### src/ser_pkg.sv
// Shared constants of the soft error reporting block: register map,
// status bit layout, reset values and interrupt dispatch codes.
// Assumes a 32-bit classic Wishbone slave port with byte addresses.
package ser_pkg;
   // Register byte offsets
   localparam logic [7:0] OFF_STATUS = 8'h00; // Sticky flags, write 1 to clear
   localparam logic [7:0] OFF_MASK = 8'h04; // Interrupt mask
   localparam logic [7:0] OFF_CTRL = 8'h08; // Cache enables
   localparam logic [7:0] OFF_IC_ADDR = 8'h0C; // Icache error address
   localparam logic [7:0] OFF_PC_ADDR = 8'h10; // Primary cache error address
   localparam logic [7:0] OFF_FILL_ADDR = 8'h14; // Fill error address
   localparam logic [7:0] OFF_FILL_SYN = 8'h18; // Fill ECC syndrome

   // Status bit positions
   localparam int ST_IC_DP0 = 0;
   localparam int ST_IC_TP0 = 1;
   localparam int ST_IC_DP1 = 2;
   localparam int ST_IC_TP1 = 3;
   localparam int ST_PC_DP = 4;
   localparam int ST_PC_TPL = 5;
   localparam int ST_PC_TPR = 6;
   localparam int ST_FILL_ECC = 7;
   localparam int ST_PTE_WR = 8;
   localparam int ST_PC_LOCK = 9;
   localparam int ST_IC_LOCK = 10;
   localparam int STAT_W = 11;

   // Control bit positions
   localparam int CT_PC_EN = 0;
   localparam int CT_IC_EN = 1;

   // Reset values
   localparam logic [10:0] MASK_RST = 11'h1FF; // Error events unmasked
   localparam logic [1:0] CTRL_RST = 2'h3; // Both caches enabled

   // Interrupt dispatch codes
   localparam logic [4:0] SOFT_IPL = 5'h1A;
   localparam logic [7:0] SOFT_VECTOR = 8'h54;

   // Dispatch sequencer states
   typedef enum logic [1:0] {
      SER_IDLE = 2'b00,
      SER_REQ = 2'b01,
      SER_PUSH_PC = 2'b10,
      SER_PUSH_PSL = 2'b11
   } ser_disp_state_t;
endpackage : ser_pkg

### src/ser_capture.sv
// Holding register for one captured address or syndrome.
// Assumes the caller decides when a capture is allowed.
`timescale 1ns/1ps
`default_nettype none
module ser_capture #(
   parameter int W = 32
) (
   input wire logic clk_i,
   input wire logic rst_i,
   input wire logic load_i,
   input wire logic [W-1:0] data_i,
   output logic [W-1:0] q_o
);
   // Whole state of the holder
   typedef struct packed {
      logic [W-1:0] q;
   } ser_cap_st_t;

   ser_cap_st_t st;
   ser_cap_st_t next_st;

   // Load only on request, otherwise hold
   always_comb begin
      next_st = st;
      if (load_i) begin
         next_st.q = data_i;
      end
   end

   // State register
   always_ff @(posedge clk_i) begin
      if (rst_i) begin
         st <= '0;
      end else begin
         st <= next_st;
      end
   end

   assign q_o = st.q;
endmodule : ser_capture
`default_nettype wire

### src/ser_dispatch.sv
// Soft error interrupt dispatch: raises the request at the soft level
// and, once the core takes it, pushes the two-word frame.
// Assumes take_i is a one-cycle pulse from the core on the same clock.
`timescale 1ns/1ps
`default_nettype none
module ser_dispatch (
   input wire logic clk_i,
   input wire logic rst_i,
   input wire logic pend_i,
   input wire logic take_i,
   input wire logic [31:0] pc_i,
   input wire logic [31:0] psl_i,
   output logic req_o,
   output logic [4:0] ipl_o,
   output logic [7:0] vec_o,
   output logic push_o,
   output logic [31:0] push_data_o
);
   // Whole state of the sequencer
   typedef struct packed {
      ser_pkg::ser_disp_state_t state;
      logic req;
      logic [4:0] interrupt_priority_level;
      logic [7:0] vec;
      logic push;
      logic [31:0] data;
   } ser_disp_st_t;

   ser_disp_st_t st;
   ser_disp_st_t next_st;

   // Sequencer; PROCESSOR_STATUS_LONGWORD is sampled one cycle after PC, core holds it stable
   always_comb begin
      next_st = st;
      next_st.push = 1'b0;
      unique case (st.state)
         ser_pkg::SER_IDLE: begin
            if (pend_i) begin
               next_st.state = ser_pkg::SER_REQ;
               next_st.req = 1'b1;
               next_st.interrupt_priority_level = ser_pkg::SOFT_IPL;
               next_st.vec = ser_pkg::SOFT_VECTOR;
            end
         end
         ser_pkg::SER_REQ: begin
            // Core accepted: first frame word is the PC
            if (take_i) begin
               next_st.state = ser_pkg::SER_PUSH_PC;
               next_st.req = 1'b0;
               next_st.push = 1'b1;
               next_st.data = pc_i;
            end else if (!pend_i) begin
               // Cause cleared before service: withdraw
               next_st.state = ser_pkg::SER_IDLE;
               next_st.req = 1'b0;
            end
         end
         ser_pkg::SER_PUSH_PC: begin
            next_st.state = ser_pkg::SER_PUSH_PSL;
            next_st.push = 1'b1;
            next_st.data = psl_i;
         end
         ser_pkg::SER_PUSH_PSL: begin
            next_st.state = ser_pkg::SER_IDLE;
         end
      endcase
   end

   // State register
   always_ff @(posedge clk_i) begin
      if (rst_i) begin
         st <= '{state: ser_pkg::SER_IDLE, default: '0};
      end else begin
         st <= next_st;
      end
   end

   assign req_o = st.req;
   assign ipl_o = st.interrupt_priority_level;
   assign vec_o = st.vec;
   assign push_o = st.push;
   assign push_data_o = st.data;
endmodule : ser_dispatch
`default_nettype wire

### src/ser_top.sv
// Soft error reporting block: captures soft cache, fill and page-entry
// errors, holds their flags and the cache and fill error addresses, gates both caches and
// requests the soft error interrupt.
// Assumes error inputs come from logic on clk_i (no synchronisers) and a
// classic Wishbone master.
//
// The Wishbone slave port and the register offsets are this design's own decisions.
`timescale 1ns/1ps
`default_nettype none
module ser_top #(
   parameter int ADDR_W = 32,
   parameter int SYN_W = 8
) (
   input wire logic clk_i,
   input wire logic rst_i,
   // Wishbone slave
   input wire logic wb_cyc_i,
   input wire logic wb_stb_i,
   input wire logic wb_we_i,
   input wire logic [7:0] wb_adr_i,
   input wire logic [3:0] wb_sel_i,
   input wire logic [31:0] wb_dat_i,
   output logic [31:0] wb_dat_o,
   output logic wb_ack_o,
   output logic int_o,
   // Instruction cache parity events
   input wire logic ic_icache_data_parity_bank_zero_i,
   input wire logic ic_icache_tag_parity_bank_zero_i,
   input wire logic ic_icache_data_parity_bank_one_i,
   input wire logic ic_icache_tag_parity_bank_one_i,
   input wire logic [ADDR_W-1:0] ic_vaddr_i,
   output logic ic_enable_o,
   // Primary data cache reference and parity events
   input wire logic pc_ref_valid_i,
   input wire logic pc_miss_i,
   input wire logic pc_dperr_i,
   input wire logic pc_tperr_left_i,
   input wire logic pc_tperr_right_i,
   input wire logic [ADDR_W-1:0] pc_paddr_i,
   output logic pc_enable_o,
   output logic pc_fwd_miss_o,
   // Fill read ECC events
   input wire logic fill_err_i,
   input wire logic fill_multi_i,
   input wire logic [ADDR_W-1:0] fill_addr_i,
   input wire logic [SYN_W-1:0] fill_syn_i,
   // Page entry read error
   input wire logic pte_err_i,
   input wire logic pte_write_i,
   output logic write_abort_o,
   // Core side of interrupt dispatch
   input wire logic take_i,
   input wire logic [31:0] pc_i,
   input wire logic [31:0] psl_i,
   output logic irq_req_o,
   output logic [4:0] irq_ipl_o,
   output logic [7:0] irq_vec_o,
   output logic push_o,
   output logic [31:0] push_data_o
);
   localparam int SW = ser_pkg::STAT_W;

   // Whole state of the block
   typedef struct packed {
      logic [SW-1:0] status; // Sticky flags
      logic [SW-1:0] mask; // Interrupt mask
      logic [1:0] ctrl; // Cache enables
      logic ack;
      logic [31:0] rdata;
      logic irq;
      logic ic_en;
      logic pc_en;
      logic fwd_miss;
      logic wr_abort;
   } ser_top_st_t;

   ser_top_st_t st;
   ser_top_st_t next_st;

   logic [31:0] wmask; // Byte lanes as bit mask
   logic bus_wr; // Write taken this edge
   logic bus_rd; // Read taken this edge
   logic [SW-1:0] set; // Hardware events this cycle
   logic [SW-1:0] w1c; // Software clears this cycle
   logic pc_tag_err; // Any primary cache tag error
   logic pc_any; // Any primary cache parity error
   logic ic_any; // Any icache parity error
   logic fill_unc; // Uncorrectable fill
   logic ld_ic, ld_pc, ld_fill; // Capture enables
   logic [ADDR_W-1:0] ic_addr_q, pc_addr_q, fill_addr_q;
   logic [SYN_W-1:0] fill_syn_q;
   logic [31:0] rd_mux;

   // Bus decode; one wait state, ack drops after one cycle
   always_comb begin
      wmask = {{8{wb_sel_i[3]}}, {8{wb_sel_i[2]}},
               {8{wb_sel_i[1]}}, {8{wb_sel_i[0]}}};
      bus_wr = wb_cyc_i && wb_stb_i && wb_we_i && !st.ack;
      bus_rd = wb_cyc_i && wb_stb_i && !wb_we_i && !st.ack;
   end

   // Event classification
   always_comb begin
      ic_any = ic_icache_data_parity_bank_zero_i || ic_icache_tag_parity_bank_zero_i || ic_icache_data_parity_bank_one_i || ic_icache_tag_parity_bank_one_i;
      pc_tag_err = pc_tperr_left_i || pc_tperr_right_i;
      pc_any = pc_tag_err || pc_dperr_i;
      fill_unc = fill_err_i && fill_multi_i;
      set = '0;
      set[ser_pkg::ST_IC_DP0] = ic_icache_data_parity_bank_zero_i;
      set[ser_pkg::ST_IC_TP0] = ic_icache_tag_parity_bank_zero_i;
      set[ser_pkg::ST_IC_DP1] = ic_icache_data_parity_bank_one_i;
      set[ser_pkg::ST_IC_TP1] = ic_icache_tag_parity_bank_one_i;
      // Tag wins over data so only one kind is reported
      set[ser_pkg::ST_PC_DP] = pc_dperr_i && !pc_tag_err;
      set[ser_pkg::ST_PC_TPL] = pc_tperr_left_i;
      set[ser_pkg::ST_PC_TPR] = pc_tperr_right_i;
      set[ser_pkg::ST_FILL_ECC] = fill_unc;
      set[ser_pkg::ST_PTE_WR] = pte_err_i && pte_write_i;
      set[ser_pkg::ST_PC_LOCK] = pc_any;
      set[ser_pkg::ST_IC_LOCK] = ic_any;
      w1c = '0;
      if (bus_wr && wb_adr_i == ser_pkg::OFF_STATUS) begin
         w1c = wb_dat_i[SW-1:0] & wmask[SW-1:0];
      end
   end

   // Capture only the first error of a group; later ones must not
   // overwrite what software has yet to read
   always_comb begin
      ld_ic = ic_any && !(|st.status[ser_pkg::ST_IC_TP1:ser_pkg::ST_IC_DP0]);
      ld_pc = pc_any && !(|st.status[ser_pkg::ST_PC_TPR:ser_pkg::ST_PC_DP]);
      ld_fill = fill_unc && !st.status[ser_pkg::ST_FILL_ECC];
   end

   // Icache error address, quadword aligned
   ser_capture #(.W(ADDR_W)) u_ic_addr (
      .clk_i(clk_i),
      .rst_i(rst_i),
      .load_i(ld_ic),
      .data_i({ic_vaddr_i[ADDR_W-1:3], 3'h0}),
      .q_o(ic_addr_q)
   );

   // Primary cache error physical address
   ser_capture #(.W(ADDR_W)) u_pc_addr (
      .clk_i(clk_i),
      .rst_i(rst_i),
      .load_i(ld_pc),
      .data_i(pc_paddr_i),
      .q_o(pc_addr_q)
   );

   // Fill error address
   ser_capture #(.W(ADDR_W)) u_fill_addr (
      .clk_i(clk_i),
      .rst_i(rst_i),
      .load_i(ld_fill),
      .data_i(fill_addr_i),
      .q_o(fill_addr_q)
   );

   // Fill syndrome
   ser_capture #(.W(SYN_W)) u_fill_syn (
      .clk_i(clk_i),
      .rst_i(rst_i),
      .load_i(ld_fill),
      .data_i(fill_syn_i),
      .q_o(fill_syn_q)
   );

   // Read multiplexer; unmapped offsets read as zero
   always_comb begin
      rd_mux = '0;
      unique case (wb_adr_i)
         ser_pkg::OFF_STATUS: rd_mux[SW-1:0] = st.status;
         ser_pkg::OFF_MASK: rd_mux[SW-1:0] = st.mask;
         ser_pkg::OFF_CTRL: rd_mux[1:0] = st.ctrl;
         ser_pkg::OFF_IC_ADDR: rd_mux[ADDR_W-1:0] = ic_addr_q;
         ser_pkg::OFF_PC_ADDR: rd_mux[ADDR_W-1:0] = pc_addr_q;
         ser_pkg::OFF_FILL_ADDR: rd_mux[ADDR_W-1:0] = fill_addr_q;
         ser_pkg::OFF_FILL_SYN: rd_mux[SYN_W-1:0] = fill_syn_q;
         default: rd_mux = '0;
      endcase
   end

   // Next state of the whole block
   always_comb begin
      next_st = st;
      next_st.ack = bus_wr || bus_rd;
      if (bus_rd) begin
         next_st.rdata = rd_mux;
      end
      // Set wins over a clear in the same cycle
      next_st.status = (st.status & ~w1c) | set;
      if (bus_wr && wb_adr_i == ser_pkg::OFF_MASK) begin
         next_st.mask = (st.mask & ~wmask[SW-1:0])
                      | (wb_dat_i[SW-1:0] & wmask[SW-1:0]);
      end
      if (bus_wr && wb_adr_i == ser_pkg::OFF_CTRL && wb_sel_i[0]) begin
         next_st.ctrl = wb_dat_i[1:0];
      end
      next_st.irq = |(st.status & st.mask);
      // Cache stays off while its lock is set
      next_st.pc_en = st.ctrl[ser_pkg::CT_PC_EN]
                    && !next_st.status[ser_pkg::ST_PC_LOCK];
      next_st.ic_en = st.ctrl[ser_pkg::CT_IC_EN]
                    && !next_st.status[ser_pkg::ST_IC_LOCK];
      // Errored reference goes on as a miss, so no data is lost
      next_st.fwd_miss = pc_ref_valid_i && (pc_miss_i || pc_any);
      // One abort pulse; the write is dropped, never retried
      next_st.wr_abort = pte_err_i && pte_write_i;
   end

   // State register
   always_ff @(posedge clk_i) begin
      if (rst_i) begin
         st <= '{mask: ser_pkg::MASK_RST, ctrl: ser_pkg::CTRL_RST,
                 default: '0};
      end else begin
         st <= next_st;
      end
   end

   assign wb_ack_o = st.ack;
   assign wb_dat_o = st.rdata;
   assign int_o = st.irq;
   assign ic_enable_o = st.ic_en;
   assign pc_enable_o = st.pc_en;
   assign pc_fwd_miss_o = st.fwd_miss;
   assign write_abort_o = st.wr_abort;

   // Interrupt request and frame push
   ser_dispatch u_dispatch (
      .clk_i(clk_i),
      .rst_i(rst_i),
      .pend_i(st.irq),
      .take_i(take_i),
      .pc_i(pc_i),
      .psl_i(psl_i),
      .req_o(irq_req_o),
      .ipl_o(irq_ipl_o),
      .vec_o(irq_vec_o),
      .push_o(push_o),
      .push_data_o(push_data_o)
   );
endmodule : ser_top
`default_nettype wire
### config.mk
export PLATFORM = sky130hd
export DESIGN_NAME = ser_top
export DESIGN_NICKNAME = d
export VERILOG_FILES = /design/src/ser_pkg.sv /design/src/ser_capture.sv /design/src/ser_dispatch.sv /design/src/ser_top.sv
export SDC_FILE = /design/constraint.sdc
export NUM_CORES = 1
export LEC_CHECK = 0
export ABC_AREA = 0
export BUFFER_PORTS_ARGS = -buffer_cell sky130_fd_sc_hd__buf_4
export CORE_UTILIZATION = 51
export DETAILED_ROUTE_END_ITERATION = 10
export GPL_TIMING_DRIVEN = 0
export PLACE_DENSITY = 0.89
export SLEW_MARGIN = 20
export SYNTH_ARGS = -nofsm -noshare
export SYNTH_HDL_FRONTEND = slang
export SYNTH_HIERARCHICAL = 1
export SYNTH_SLANG_ARGS = --single-unit
### constraint.sdc
create_clock -name clk_i -period 1.8 [get_ports clk_i]
set_input_delay 0 -clock clk_i [delete_from_list [all_inputs] [get_ports clk_i]]
set_output_delay 0 -clock clk_i [all_outputs]
set_load 0.05 [all_outputs]
; Word level (Yosys, flattened, before mapping)
; Index checks and enable logic that the tools add are counted.
[op_classes]
eq_ne = 12
mux = 12
bitwise_logic = 8
n_reduce_logical = 44
[ops]
columns = operator, count
row1 = one-hot mux 33 bit (2 select lines), 1
row2 = one-hot mux 21 bit (3 select lines), 1
row3 = bitwise AND 11 bit, 4
row4 = one-hot mux 6 bit (6 select lines), 1
row5 = 2-to-1 mux 33 bit, 1
row6 = "equality test 8 x 5 -> 1 bit, second input constant", 3
row7 = inverter 11 bit, 2
row8 = bitwise OR 11 bit, 2
row9 = logical AND 1 bit, 18
row10 = "equality test 8 x 4 -> 1 bit, second input constant", 2
row11 = 2-to-1 mux 16 bit, 1
row12 = one-hot mux 3 bit (5 select lines), 1
row13 = one-hot mux 2 bit (6 select lines), 1
row14 = 2-to-1 mux 11 bit, 1
row15 = OR reduction 11 bit, 1
row16 = "equality test 8 x 3 -> 1 bit, second input constant", 1
row17 = zero test 1 bit, 8
row18 = zero test 8 bit, 1
row19 = one-hot mux 2 bit (4 select lines), 1
row20 = logical OR 1 bit, 7
row21 = 2-to-1 mux 3 bit, 2
row22 = AND reduction 2 bit, 3
row23 = "equality test 2 bit, second input constant", 2
row24 = "inequality test 2 bit, second input constant", 2
row25 = 8 further kinds, 9
[word_totals]
regBits = 200
in_bits = 231
output_inout_bits = 85
elab_cells = 95

; Depth between registers and ports, before layout
; Gate-level depths: netlist of the first run.
[depth]
word_depth = 10
ltp_mapped = 7
mapped_depth_nobuf = 5

; Modules after synthesis
; Netlist of the first run, hierarchy kept.
[by_module_without_submodules]
columns = mod, n_inst, cells_each, area_per_inst_um2
row1 = ser_top, 1, 426, 3527.1
row2 = ser_capture (u_fill_addr ...), 3, 103, 1163.6
row3 = ser_dispatch, 1, 232, 2080.7
row4 = ser_capture (u_fill_syn), 1, 26, 285.3

; Worst setup path after synthesis of the first run
; No wires, ideal clock.
[synth_path]
path_type = reg2reg
startpoint = register st (netlist bit wb_ack_o)
endpoint = register st (netlist bit wb_dat_o[11])
setup_ns = 0.069
t_arrival_ns = 1.713
slack_ns = 0.018
path_stages_with_launch = 6
path_buffers = 1
period_less_slack_ns = 1.782
cell_sequence = dfxtp_1 > and4bb_2 > nor2_1 > clkbuf_1 > nand2_1 > o21ai_1
[synth_via]
elab_chain_len = 2
[synth_rtl]
columns = element, line
row1 = from (decl), ser_top.sv:77  ; ser_top_st_t st;
row2 = from (signal assigned), ser_top.sv:217  ; st <= '{mask: ser_pkg::MASK_RST, ctrl: ser_pkg::CTRL_RST,
row3 = from (signal assigned), ser_top.sv:220  ; st <= next_st;
row4 = zero test 1 bit, ser_top.sv:99  ; bus_rd = wb_cyc_i && wb_stb_i && !wb_we_i && !st.ack;
row5 = logical AND 1 bit, ser_top.sv:99
; Every way passes these cells.
; A chain may end at the register's enable or synchronous reset.

==> results_dict.tcl, run 1 <==
set metrics [dict create \
    run_status "finished, violations left" \
    violations "hold timing, setup timing" \
    synth-xor-area-share_pct 0 \
    dr_wl_met3_um 4070 \
    fin_total_pwr_mw 11.5 \
    grt_pass1_vias 10600 \
    depth_of_the_cts_h_tree 1 \
    fin_skew_ps 23.6 \
    cts.clk_slew.worst_paths_ps 70 \
    clock_latency_ps 500 \
    nNetsFinal 1747 \
    worst_ep_required_time_ps 2160 \
    hold_buffers_post_cts 199 \
    max_freq_mhz 492 \
    asyncSetResetFlopFracSynth_pct 0 \
    postSynthRegisterBits 203 \
    synthSimpleGateAreaFrac_pct 15.4 \
    wirelength_um 40200 \
    route.layer.met1.wl_um 13400 \
    tritoncts "yes" \
    post_route_cells_drive_above_1_share_pct 31.1 \
    biggest_area_contributors_in_the_synthesized_netlist "dfxtp_1 (43%), mux2i_1 (12%), buf_4 (6.2%), nor2_1 (6.0%), a32oi_1 (3.5%)" \
    post_drt_wl_per_cell_um 22.9 \
    synth_cell_types 62 \
    area_growth_pct 57.0 \
    min_period_over_period_pct 113 \
    power_density_nw_per_um2 780 \
    synth.yosys.warnings 6 \
    crit_path_start_kind "flip-flop" \
    crit-reg2reg-capture "u_dispatch/push_data_o[29]$_SDFFE_PP0P_" \
    worst_hold_margin_ps -134 \
    detail-route-antenna-nets 0 \
    drt_first_iter_violations 1138 \
    synth.cell_area_sq_um 9380 \
    setup.reg_to_reg.worst_slack_ps -230 \
    synth-edff-count 0 \
    hold_viol 6 \
    proportion_of_synthesized_chip_area_in_sequential_cells_pct 43.3 \
    synth_compound_area_share_pct 15.5 \
    cpMaxStageDelayCell "mux2i_4" \
    post_drt_via_cell_ratio 6.03 \
    num_io_pins 316 \
    detail_route.drc_violations 0 \
    power_leakage_nw 6.42 \
    final_hpwl_dp_um 21400 \
    setup_repair_after_global_routing_missed_its_margin "yes" \
    worstHoldPathCells 2 \
    setup.worst_path.end_class "flip-flop" \
    timing.max_slew.rel_slack_pct 33.6 \
    die_width_um 138 \
    top_signal_layer_used "met4" \
    yosys.area.top_type_share_pct 43.3 \
    synth_top_family_by_area "compound AO/OA/AOI/OAI gates" \
    final_max_slew_viol_count 0 \
    fill_cells 962 \
    vdd_ir_drop_max_mv 0.743 \
    multiInputGateArea_sq_um 4340 \
    postLayoutSetupSlackWorst_ps -232 \
    max_cap_viol_count 0 \
    tritoncts_num_sinks 203 \
    cp.arrival_ps 2390 \
    grt_util_all_layers_pct 38.9 \
    initial_cell_density_of_the_core_pct 52.1 \
    synth_top_cells_by_count "dfxtp_1 (203), nor2_1 (151), mux2i_1 (112), buf_4 (77), clkbuf_1 (49)" \
    detail_route.first_pass.iterations 6 \
    place.gp.congestion 0.919 \
    crit_type "flip-flop to flip-flop" \
    grt_start_max_net_pins 20 \
    synth.most_common_cell "dfxtp_1" \
    grt_pass1_wl_um 55900 \
    worst_hold_startpoint "rst_i" \
    worst_setup_path_endpoint "u_dispatch/push_data_o[29]$_SDFFE_PP0P_" \
    min_path_type "input port to flip-flop" \
    ys_dominant_reg_cell "dfxtp_1" \
    max_stage_delay_ps 380 \
    dr_wl_met2_um 19500 \
    synth.avg_cell_area_sq_um 9.45 \
    initial_antenna_violation_count 2 \
    core_sq_um 18000 \
    finalCriticalPeriod_ps 2030 \
    synth-adder-area-share_pct 0.800 \
    syn-instance-count 993 \
    floorplan.die.height_um 138 \
    worst-path-max-fanout 10 \
    setup_viol 18 \
    r2r_cells 7 \
    tritoncts.num_buffers 21 \
    path_cells "inv_1 > ha_1 > buf_4 > mux2i_4 > buf_6 > a32oi_1 > nor2_1" \
    via_count 10600 \
    max-clock-path-buffers 3 \
    netlist.top_cell.by_area "dfxtp_1" \
    buffer_ports.inserted 280 \
    overall_overflow_remaining_after_global_route 0 \
    yosys-mux-area-fraction_pct 12.9 \
    worst_slew_pin_slew_ps 994 \
    register_area_sq_um 4070 \
    placement_rows 49 \
    clock_tree.root_cell "clkbuf_16" \
    fp.dieArea_sq_um 18900 \
]
[state kept, by name, indices dropped and copies added (netlist names), named ones only]
signal	count
u_pc_addr/q_o	32
u_dispatch/push_o	1
int_o	1
pc_enable_o	1
wb_dat_o	32
u_fill_addr/q_o	32
u_ic_addr/q_o	32
wb_ack_o	1
u_dispatch/req_o	1
write_abort_o	1
u_dispatch/ipl_o	1
ic_enable_o	1
pc_fwd_miss_o	1
u_fill_syn/q_o	8
u_dispatch/st	1
u_dispatch/push_data_o	32
st	13
[report_power, final]
part           switching (mW)  total (mW)  internal (mW)
combinational            1.09        2.21           1.12
clock                    1.81        4.45           2.64
sequential              0.153        4.83           4.68
[through the flow]
| stage | cells | instance area (sq um) | TNS [ps] | setup WS [ps] | utilization (%) |
|---|---|---|---|---|---|
| 6_report | 1755 | 14700 | -746 | -232 | 81.8 |
| 5_1_grt | 1755 | 14700 | -1770 | -323 | 81.8 |
| 4_1_cts | 1746 | 14500 | -2.06 | -2.06 | 80.6 |
| 3_5_place_dp | 1510 | 11800 | -6620 | -212 | 65.5 |
| 3_3_place_gp | 1510 | 11800 | -2980 | -207 | 65.5 |
| 2_1_floorplan | 1001 | 9410 | 0 | 18.2 | - |
[per-layer routing]
metal	vias to the layer above	track usage (%)
li1	4553	-
met1	4966	41.2
met2	821	66.6
met3	242	9.01
met4	0	30.1
met5	-	0
[worst min-delay path by stage]
stage                                        to  slack, ps
3_3_place_gp                  st[53]$_SDFF_PP0_        210
5_1_grt          u_ic_addr/q_o[29]$_SDFFE_PP0P_       -140
6_report         u_ic_addr/q_o[29]$_SDFFE_PP0P_       -130
2_1_floorplan  u_fill_addr/q_o[29]$_SDFFE_PP0P_         70
3_5_place_dp                  st[53]$_SDFF_PP0_        210
4_1_cts        u_fill_addr/q_o[29]$_SDFFE_PP0P_       -160
[cells by family after synthesis]
logic type                 after synthesis
adders and majority gates                6
DFF                                    203
other                                    2
muxes                                  119
and+or+nand+nor                        300
AOI/OAI and AO/OA                      195
buffers and inverters                  168
[timing repair]
item | 4_1_cts | 5_1_grt
resized for setup | 17 | 55
endpoints found under the hold margin | 168 | 6
buffers inserted | 1 | 7
pin swaps | 1 | 3
setup endpoints to repair | 67 | 97
cloned | 0 | 1
[layout make-up]
type	instances	share of cell area [%]
Sequential cell	203	27.6
Clock inverter	7	0.773
Timing Repair Buffer	488	28.4
Multi-Input combinational cell	630	29.4
Inverter	11	0.280
Antenna cell	2	0.0340
Tap cell	229	1.94
Buffer	155	7.67
Clock buffer	30	3.86
[layout by cell type (no fill, tap or decap), types with 7 or more instances in the layout]
master         instances
a32oi_1               33
buf_6                  9
dfxtp_1              201
a22o_1                34
conb_1                10
clkbuf_2               7
a221oi_1              24
o21ai_1               21
mux2i_1              108
a21oi_1               17
nand3b_1               9
nand3_1               37
o21ai_0               25
buf_4                368
nand2_1               31
buf_2                 14
nor2_1               148
clkbuf_16             22
buf_12                 9
a311oi_1               8
inv_1                 10
a31oi_1                8
clkbuf_1              41
and3_1                27
dlygate4sd3_1        198
[worst max-delay path, delay by kind of cell, from the launching register on]
kind | cells | cell delay (ps)
AO/OA/AOI/OAI | 1 | 110
adder cells (fa/ha/maj) | 1 | 180
multiplexers | 1 | 380
flip-flops | 1 | 360
AND/OR/NAND/NOR | 1 | 320
buffers and inverters | 3 | 550
Power figures use the tool's default switching activity.
==> run 2, diff against run 1 <==
--- a/config.mk
+++ b/config.mk
@@ -11,6 +11,7 @@
 export DETAILED_ROUTE_END_ITERATION = 10
 export GPL_TIMING_DRIVEN = 0
 export PLACE_DENSITY = 0.89
+export REMOVE_ABC_BUFFERS = 1
 export SLEW_MARGIN = 20
 export SYNTH_ARGS = -nofsm -noshare
 export SYNTH_HDL_FRONTEND = slang
==> run 2 against run 1 <==
The flow finishes with violations (setup timing). Highest routed layer unchanged. Critical endpoint is now u_ic_addr/q_o[20]$_SDFFE_PP0P_. Global-route usage down 1.8 points. Sequential share of layout area increased by 1.3 points. Largest cell class unchanged. Core utilization is 3.7 points lower.
==> results_dict.tcl, run 2 (same netlist as run 1, synthesis figures left out) <==
set metrics [dict create \
    run_status "finished, violations left" \
    violations "setup timing" \
    clock_latency_ps 490 \
    timing.max_slew.rel_slack_pct 47.2 \
    fin_skew_ps 9.01 \
    placed_area_sq_um 11000 \
    drt_first_iter_violations 784 \
    hold_viol 0 \
    tritoncts_num_sinks 203 \
    tritoncts "yes" \
    initial_antenna_violation_count 7 \
    setup_viol 2 \
    num_io_pins 316 \
    setup.worst_path.end_class "flip-flop" \
    fill_cells 1004 \
    cts.clk_slew.worst_paths_ps 60 \
    crit_type "flip-flop to flip-flop" \
    nNetsFinal 1629 \
    post_route_cells_drive_above_1_share_pct 28.3 \
    power_leakage_nw 5.95 \
    final_common_cell "buf_4" \
    min_period_over_period_pct 101 \
    grt_util_all_layers_pct 37.1 \
    buffer_ports.inserted 282 \
    finalSetupTns_ps -18.1 \
    setup_repair_after_global_routing_missed_its_margin "yes" \
    area_growth_pct 50.0 \
    vdd_ir_drop_max_mv 0.661 \
    detail_route.first_pass.iterations 5 \
    depth_of_the_cts_h_tree 1 \
    multiInputGateArea_sq_um 4420 \
    max_cap_viol_count 0 \
    grt_pass1_wl_um 53300 \
    min_path_type "input port to flip-flop" \
    overall_overflow_remaining_after_global_route 0 \
    crit_path_start_kind "flip-flop" \
    post_drt_wl_per_cell_um 23.0 \
    floorplan.die.height_um 138 \
    pre_cts_ws_ps -1130 \
    postLayoutSetupSlackWorst_ps -11.9 \
    final_max_slew_viol_count 0 \
    power_density_nw_per_um2 784 \
    post_drt_via_cell_ratio 6.05 \
    worst-path-max-fanout 8 \
    final_cell_mix "buf_4 (307), dfxtp_1 (199), dlygate4sd3_1 (199)" \
    max-clock-path-buffers 3 \
    tritoncts.num_buffers 21 \
    detail_route.drc_violations 0 \
    fp.dieArea_sq_um 18900 \
    grt_pass1_vias 9887 \
    finished_cell_area_sq_um 14100 \
    die_width_um 138 \
    grt_start_max_net_pins 93 \
    worst_slew_pin_slew_ps 791 \
    place.gp.congestion 0.850 \
    detail-route-antenna-nets 0 \
    clock_tree.root_cell "clkbuf_16" \
    finalCriticalPeriod_ps 1810 \
    initial_cell_density_of_the_core_pct 52.1 \
    register_area_sq_um 4070 \
    worst_ep_required_time_ps 2160 \
    placement_rows 49 \
    final_hpwl_dp_um 19000 \
    max_freq_mhz 552 \
    wirelength_um 37700 \
    core_sq_um 18000 \
    via_count 9908 \
    cp.arrival_ps 2170 \
]
## run 2: metrics by stage
stage / power [mW] / std cells / hold WS [ps] / utilization, %
2_1_floorplan: 5.67 / 844 / 69.1 / -
3_5_place_dp: 6.41 / 1374 / 215 / 61.3
4_1_cts: 10.8 / 1613 / 4.87 / 76.7
5_1_grt: 11.4 / 1637 / 13.8 / 78.1
3_3_place_gp: 6.36 / 1355 / 210 / 59.5
6_report: 11.0 / 1637 / 23.9 / 78.1
## run 2: report_power, final
part	leakage [nW]	switching [mW]	internal, mW	total [mW]
clock	0.293	1.79	2.26	4.04
sequential	1.66	0.144	4.68	4.83
combinational	4.00	1.06	1.11	2.17
total	5.95	2.99	8.05	11.0
## run 2: worst max-delay path, cell delays in order (launching register included)
cell and delay, ps:
dfxtp_2 340, or4_4 540, nor2_4 120, buf_12 150, buf_16 160, mux2i_1 260
nor2_1 90
## run 2: layer usage
layer,wire [um],global-route usage [%],share of wire (%),vias to the layer above
met4,2700,25.7,7.2,0
li1,-,-,-,4295
met3,3680,9.35,9.7,203
met5,0,0,0,-
met1,13200,40.0,35,4657
met2,18100,63.6,48,753
## run 2: final timing paths
kind                       start                              to  slack [ps]  cells after the start
min                        rst_i  u_pc_addr/q_o[30]$_SDFFE_PP0P_          20                      3
min reg2reg  wb_ack_o$_SDFF_PP0_             wb_ack_o$_SDFF_PP0_         440                      1
max            st[51]$_SDFF_PP0_  u_ic_addr/q_o[20]$_SDFFE_PP0P_         -10                      6
max reg2reg    st[51]$_SDFF_PP0_  u_ic_addr/q_o[20]$_SDFFE_PP0P_         -10                      6
## run 2: repair_timing
item / in CTS / in global routing
pin swaps: 3 / 4
setup endpoints to repair: 98 / 100
buffers inserted: 9 / 15
cloned: 0 / 2
gates resized for setup: 13 / 19
hold endpoints to repair: 168 / 0
hold buffers: 200 / 0
## run 2: cell type report
cell class	count	share of cell area [%]
repair buffers	525	33.0
multi-input cells	630	31.4
flip-flops and latches	203	28.9
clock buffers	31	4.21
well taps	229	2.04
inverters	11	0.293
diodes	7	0.124
clock inverters	1	0.0622
==> run 3, diff against run 2 <==
--- a/config.mk
+++ b/config.mk
@@ -5,12 +5,12 @@
 export SDC_FILE = /design/constraint.sdc
 export NUM_CORES = 1
 export LEC_CHECK = 0
-export ABC_AREA = 0
+export ABC_AREA = 1
 export BUFFER_PORTS_ARGS = -buffer_cell sky130_fd_sc_hd__buf_4
-export CORE_UTILIZATION = 51
+export CORE_UTILIZATION = 52
 export DETAILED_ROUTE_END_ITERATION = 10
 export GPL_TIMING_DRIVEN = 0
-export PLACE_DENSITY = 0.89
+export PLACE_DENSITY = 0.88
 export REMOVE_ABC_BUFFERS = 1
 export SLEW_MARGIN = 20
 export SYNTH_ARGS = -nofsm -noshare
==> run 3 against run 2 <==
Area after synthesis rose by 13%. Largest cell class is now multi-input gates. Design area increased by 6.7%. Highest routed layer unchanged. The flow finishes with violations (hold timing, setup timing). Fmax decreased by 3.1%.
==> results_dict.tcl, run 3 <==
set metrics [dict create \
    worst_hold_margin_ps -25.5 \
    comb_power_share_pct 23.2 \
    grt_pass1_wl_um 63700 \
    synth.avg_cell_area_sq_um 6.81 \
    synth.cell_area_sq_um 10600 \
    final_hpwl_dp_um 19700 \
    tritoncts "yes" \
    synth-edff-count 0 \
    initial_cell_density_of_the_core_pct 53.9 \
    yosys.area.top_type_share_pct 38.2 \
    min_period_over_period_pct 104 \
    crit_path_start_kind "flip-flop" \
    placement_rows 51 \
    synth_cell_types 38 \
    postLayoutSetupSlackWorst_ps -70.7 \
    max_freq_mhz 535 \
    tritoncts_num_sinks 203 \
    syn-instance-count 1562 \
    overall_overflow_remaining_after_global_route 0 \
    power_leakage_nw 7.22 \
    core_sq_um 19700 \
    floorplan.die.height_um 145 \
    clock_power_share_pct 38.1 \
    synth_top_cells_by_count "nand2_1 (486), nor2_1 (248), dfxtp_1 (203), inv_1 (149), nand3_1 (121)" \
    crit_type "flip-flop to flip-flop" \
    fill_cells 1226 \
    dpl.cell_count 1968 \
    setup.worst_path.end_class "flip-flop" \
    detail_route.drc_violations 0 \
    max_cap_viol_count 0 \
    run_status "finished, violations left" \
    cp.arrival_ps 2290 \
    violations "hold timing, setup timing" \
    vdd_ir_drop_max_mv 0.646 \
    initial_antenna_violation_count 4 \
    setup_viol 2 \
    final_max_slew_viol_count 0 \
    place.gp.congestion 0.902 \
    final_core_utilization_pct 76.2 \
    detail_route.first_pass.iterations 8 \
    sequential_power_share_pct 38.7 \
    final_cell_mix "nand2_1 (483), buf_4 (292), nor2_1 (245)" \
    ys_dominant_reg_cell "dfxtp_1" \
    postSynthRegisterBits 203 \
    setup.reg_to_reg.worst_slack_ps -70 \
    clock_tree.root_cell "clkbuf_16" \
    power_density_nw_per_um2 849 \
    final_common_cell "nand2_1" \
    worst-path-max-fanout 6 \
    finalSetupTns_ps -86.2 \
    grt_pass1_vias 12500 \
    proportion_of_synthesized_chip_area_in_sequential_cells_pct 38.2 \
    worst_slew_pin_slew_ps 927 \
    clock_latency_ps 510 \
    buffer_ports.inserted 282 \
    drt_first_iter_violations 1333 \
    post_drt_via_cell_ratio 5.66 \
    fin_skew_ps 14.1 \
    biggest_area_contributors_in_the_synthesized_netlist "dfxtp_1 (38%), nand2_1 (17%), nor2_1 (8.8%), buf_4 (6.4%), nand3_1 (5.7%)" \
    finalCriticalPeriod_ps 1870 \
    pre_cts_ws_ps -1070 \
    nNetsFinal 2171 \
    asyncSetResetFlopFracSynth_pct 0 \
    timing.max_slew.rel_slack_pct 38.0 \
    area_growth_pct 41.3 \
    fp.dieArea_sq_um 21000 \
    num_io_pins 316 \
    p_sw_share_pct 30.4 \
    finish.cell_count_without_fillers 2221 \
    grt_start_max_net_pins 82 \
    netlist.top_cell.by_area "dfxtp_1" \
    multiInputGateArea_sq_um 4890 \
    post_route_cells_drive_above_1_share_pct 23.2 \
    synth.yosys.warnings 6 \
    detail-route-antenna-nets 0 \
    cts.clk_slew.worst_paths_ps 60 \
    post_drt_wl_per_cell_um 18.9 \
    hold_viol 5 \
    min_path_type "input port to flip-flop" \
    max-clock-path-buffers 3 \
    synth.most_common_cell "nand2_1" \
    grt_util_all_layers_pct 38.0 \
    worst_ep_required_time_ps 2220 \
    tritoncts.num_buffers 22 \
    die_width_um 145 \
    power_switching_mw 3.87 \
    via_count 12600 \
    depth_of_the_cts_h_tree 1 \
    register_area_sq_um 4060 \
    p_int_mw 8.87 \
    wirelength_um 42000 \
]
[run 3: path summary, 6_finish.rpt]
check / cells after the start / from / to
max: 8 / flip-flop / u_dispatch/st[47]$_SDFFE_PP0P_
min: 3 / wb_we_i / flip-flop
max reg2reg: 8 / flip-flop / u_dispatch/st[47]$_SDFFE_PP0P_
min reg2reg: 2 / wb_dat_o[1]$_SDFFE_PP0P_ / wb_dat_o[1]$_SDFFE_PP0P_
[run 3: power groups by stage]
stage,clock [mW],sequential [mW],combinational [mW]
3_5_place_dp,0,5.00,2.18
4_1_cts,4.83,4.91,2.61
2_1_floorplan,0,5.15,1.14
5_1_grt,5.06,4.96,3.10
6_report,4.86,4.94,2.95
3_3_place_gp,0,4.98,2.12
[run 3: critical path, stage by stage (launching register included)]
cell and delay (ps):
dfxtp_1 450, inv_2 140, ha_4 250, buf_4 170, nand3_1 210, nand2_1 160, nand2_1 120, nand2_1 100
nor2_1 180
[run 3: logic make-up after synthesis]
group	after synthesis	share of synthesized area [%]
other	2	0.0706
and+or+nand+nor	909	36.2
adders and majority gates	6	0.706
DFF	203	38.2
buffers and inverters	323	17.5
AOI/OAI and AO/OA	119	7.34
[run 3: final cells by class]
type,count,share of cell area (%)
tap,265,2.21
antenna,6,0.100
multi-input combinational,1047,32.6
sequential,203,27.1
clock inverter,8,0.883
clock buffer,32,4.32
inverter,161,4.12
timing repair buffer,499,28.8
[run 3: per-stage QoR]
step                      instance area (sq um)  total power, mW  hold WS [ps]
after CTS                                 14900             12.3          10.6
after detailed placement                  12100             7.18           223
after floorplan                            9420             6.29          62.4
final                                     15000             12.7         -25.5
after global routing                      15000             13.1          6.15
after global placement                    11900             7.11           217
[run 3: layer usage]
metal  global-route usage, %  share of wire [%]  up-vias
met2                    65.6                 48     1075
li1                        -                  -     5462
met4                    29.6                8.7        0
met1                    41.1                 33     5662
met5                       0                  0        -
met3                    7.14                9.9      364
[run 3: timing repair]
action	in CTS	in global routing
setup endpoints to repair	80	93
hold endpoints to repair	163	0
hold buffers	195	0
gates resized for setup	11	10
setup buffers	2	8
pin swaps	2	6
gates cloned	1	2
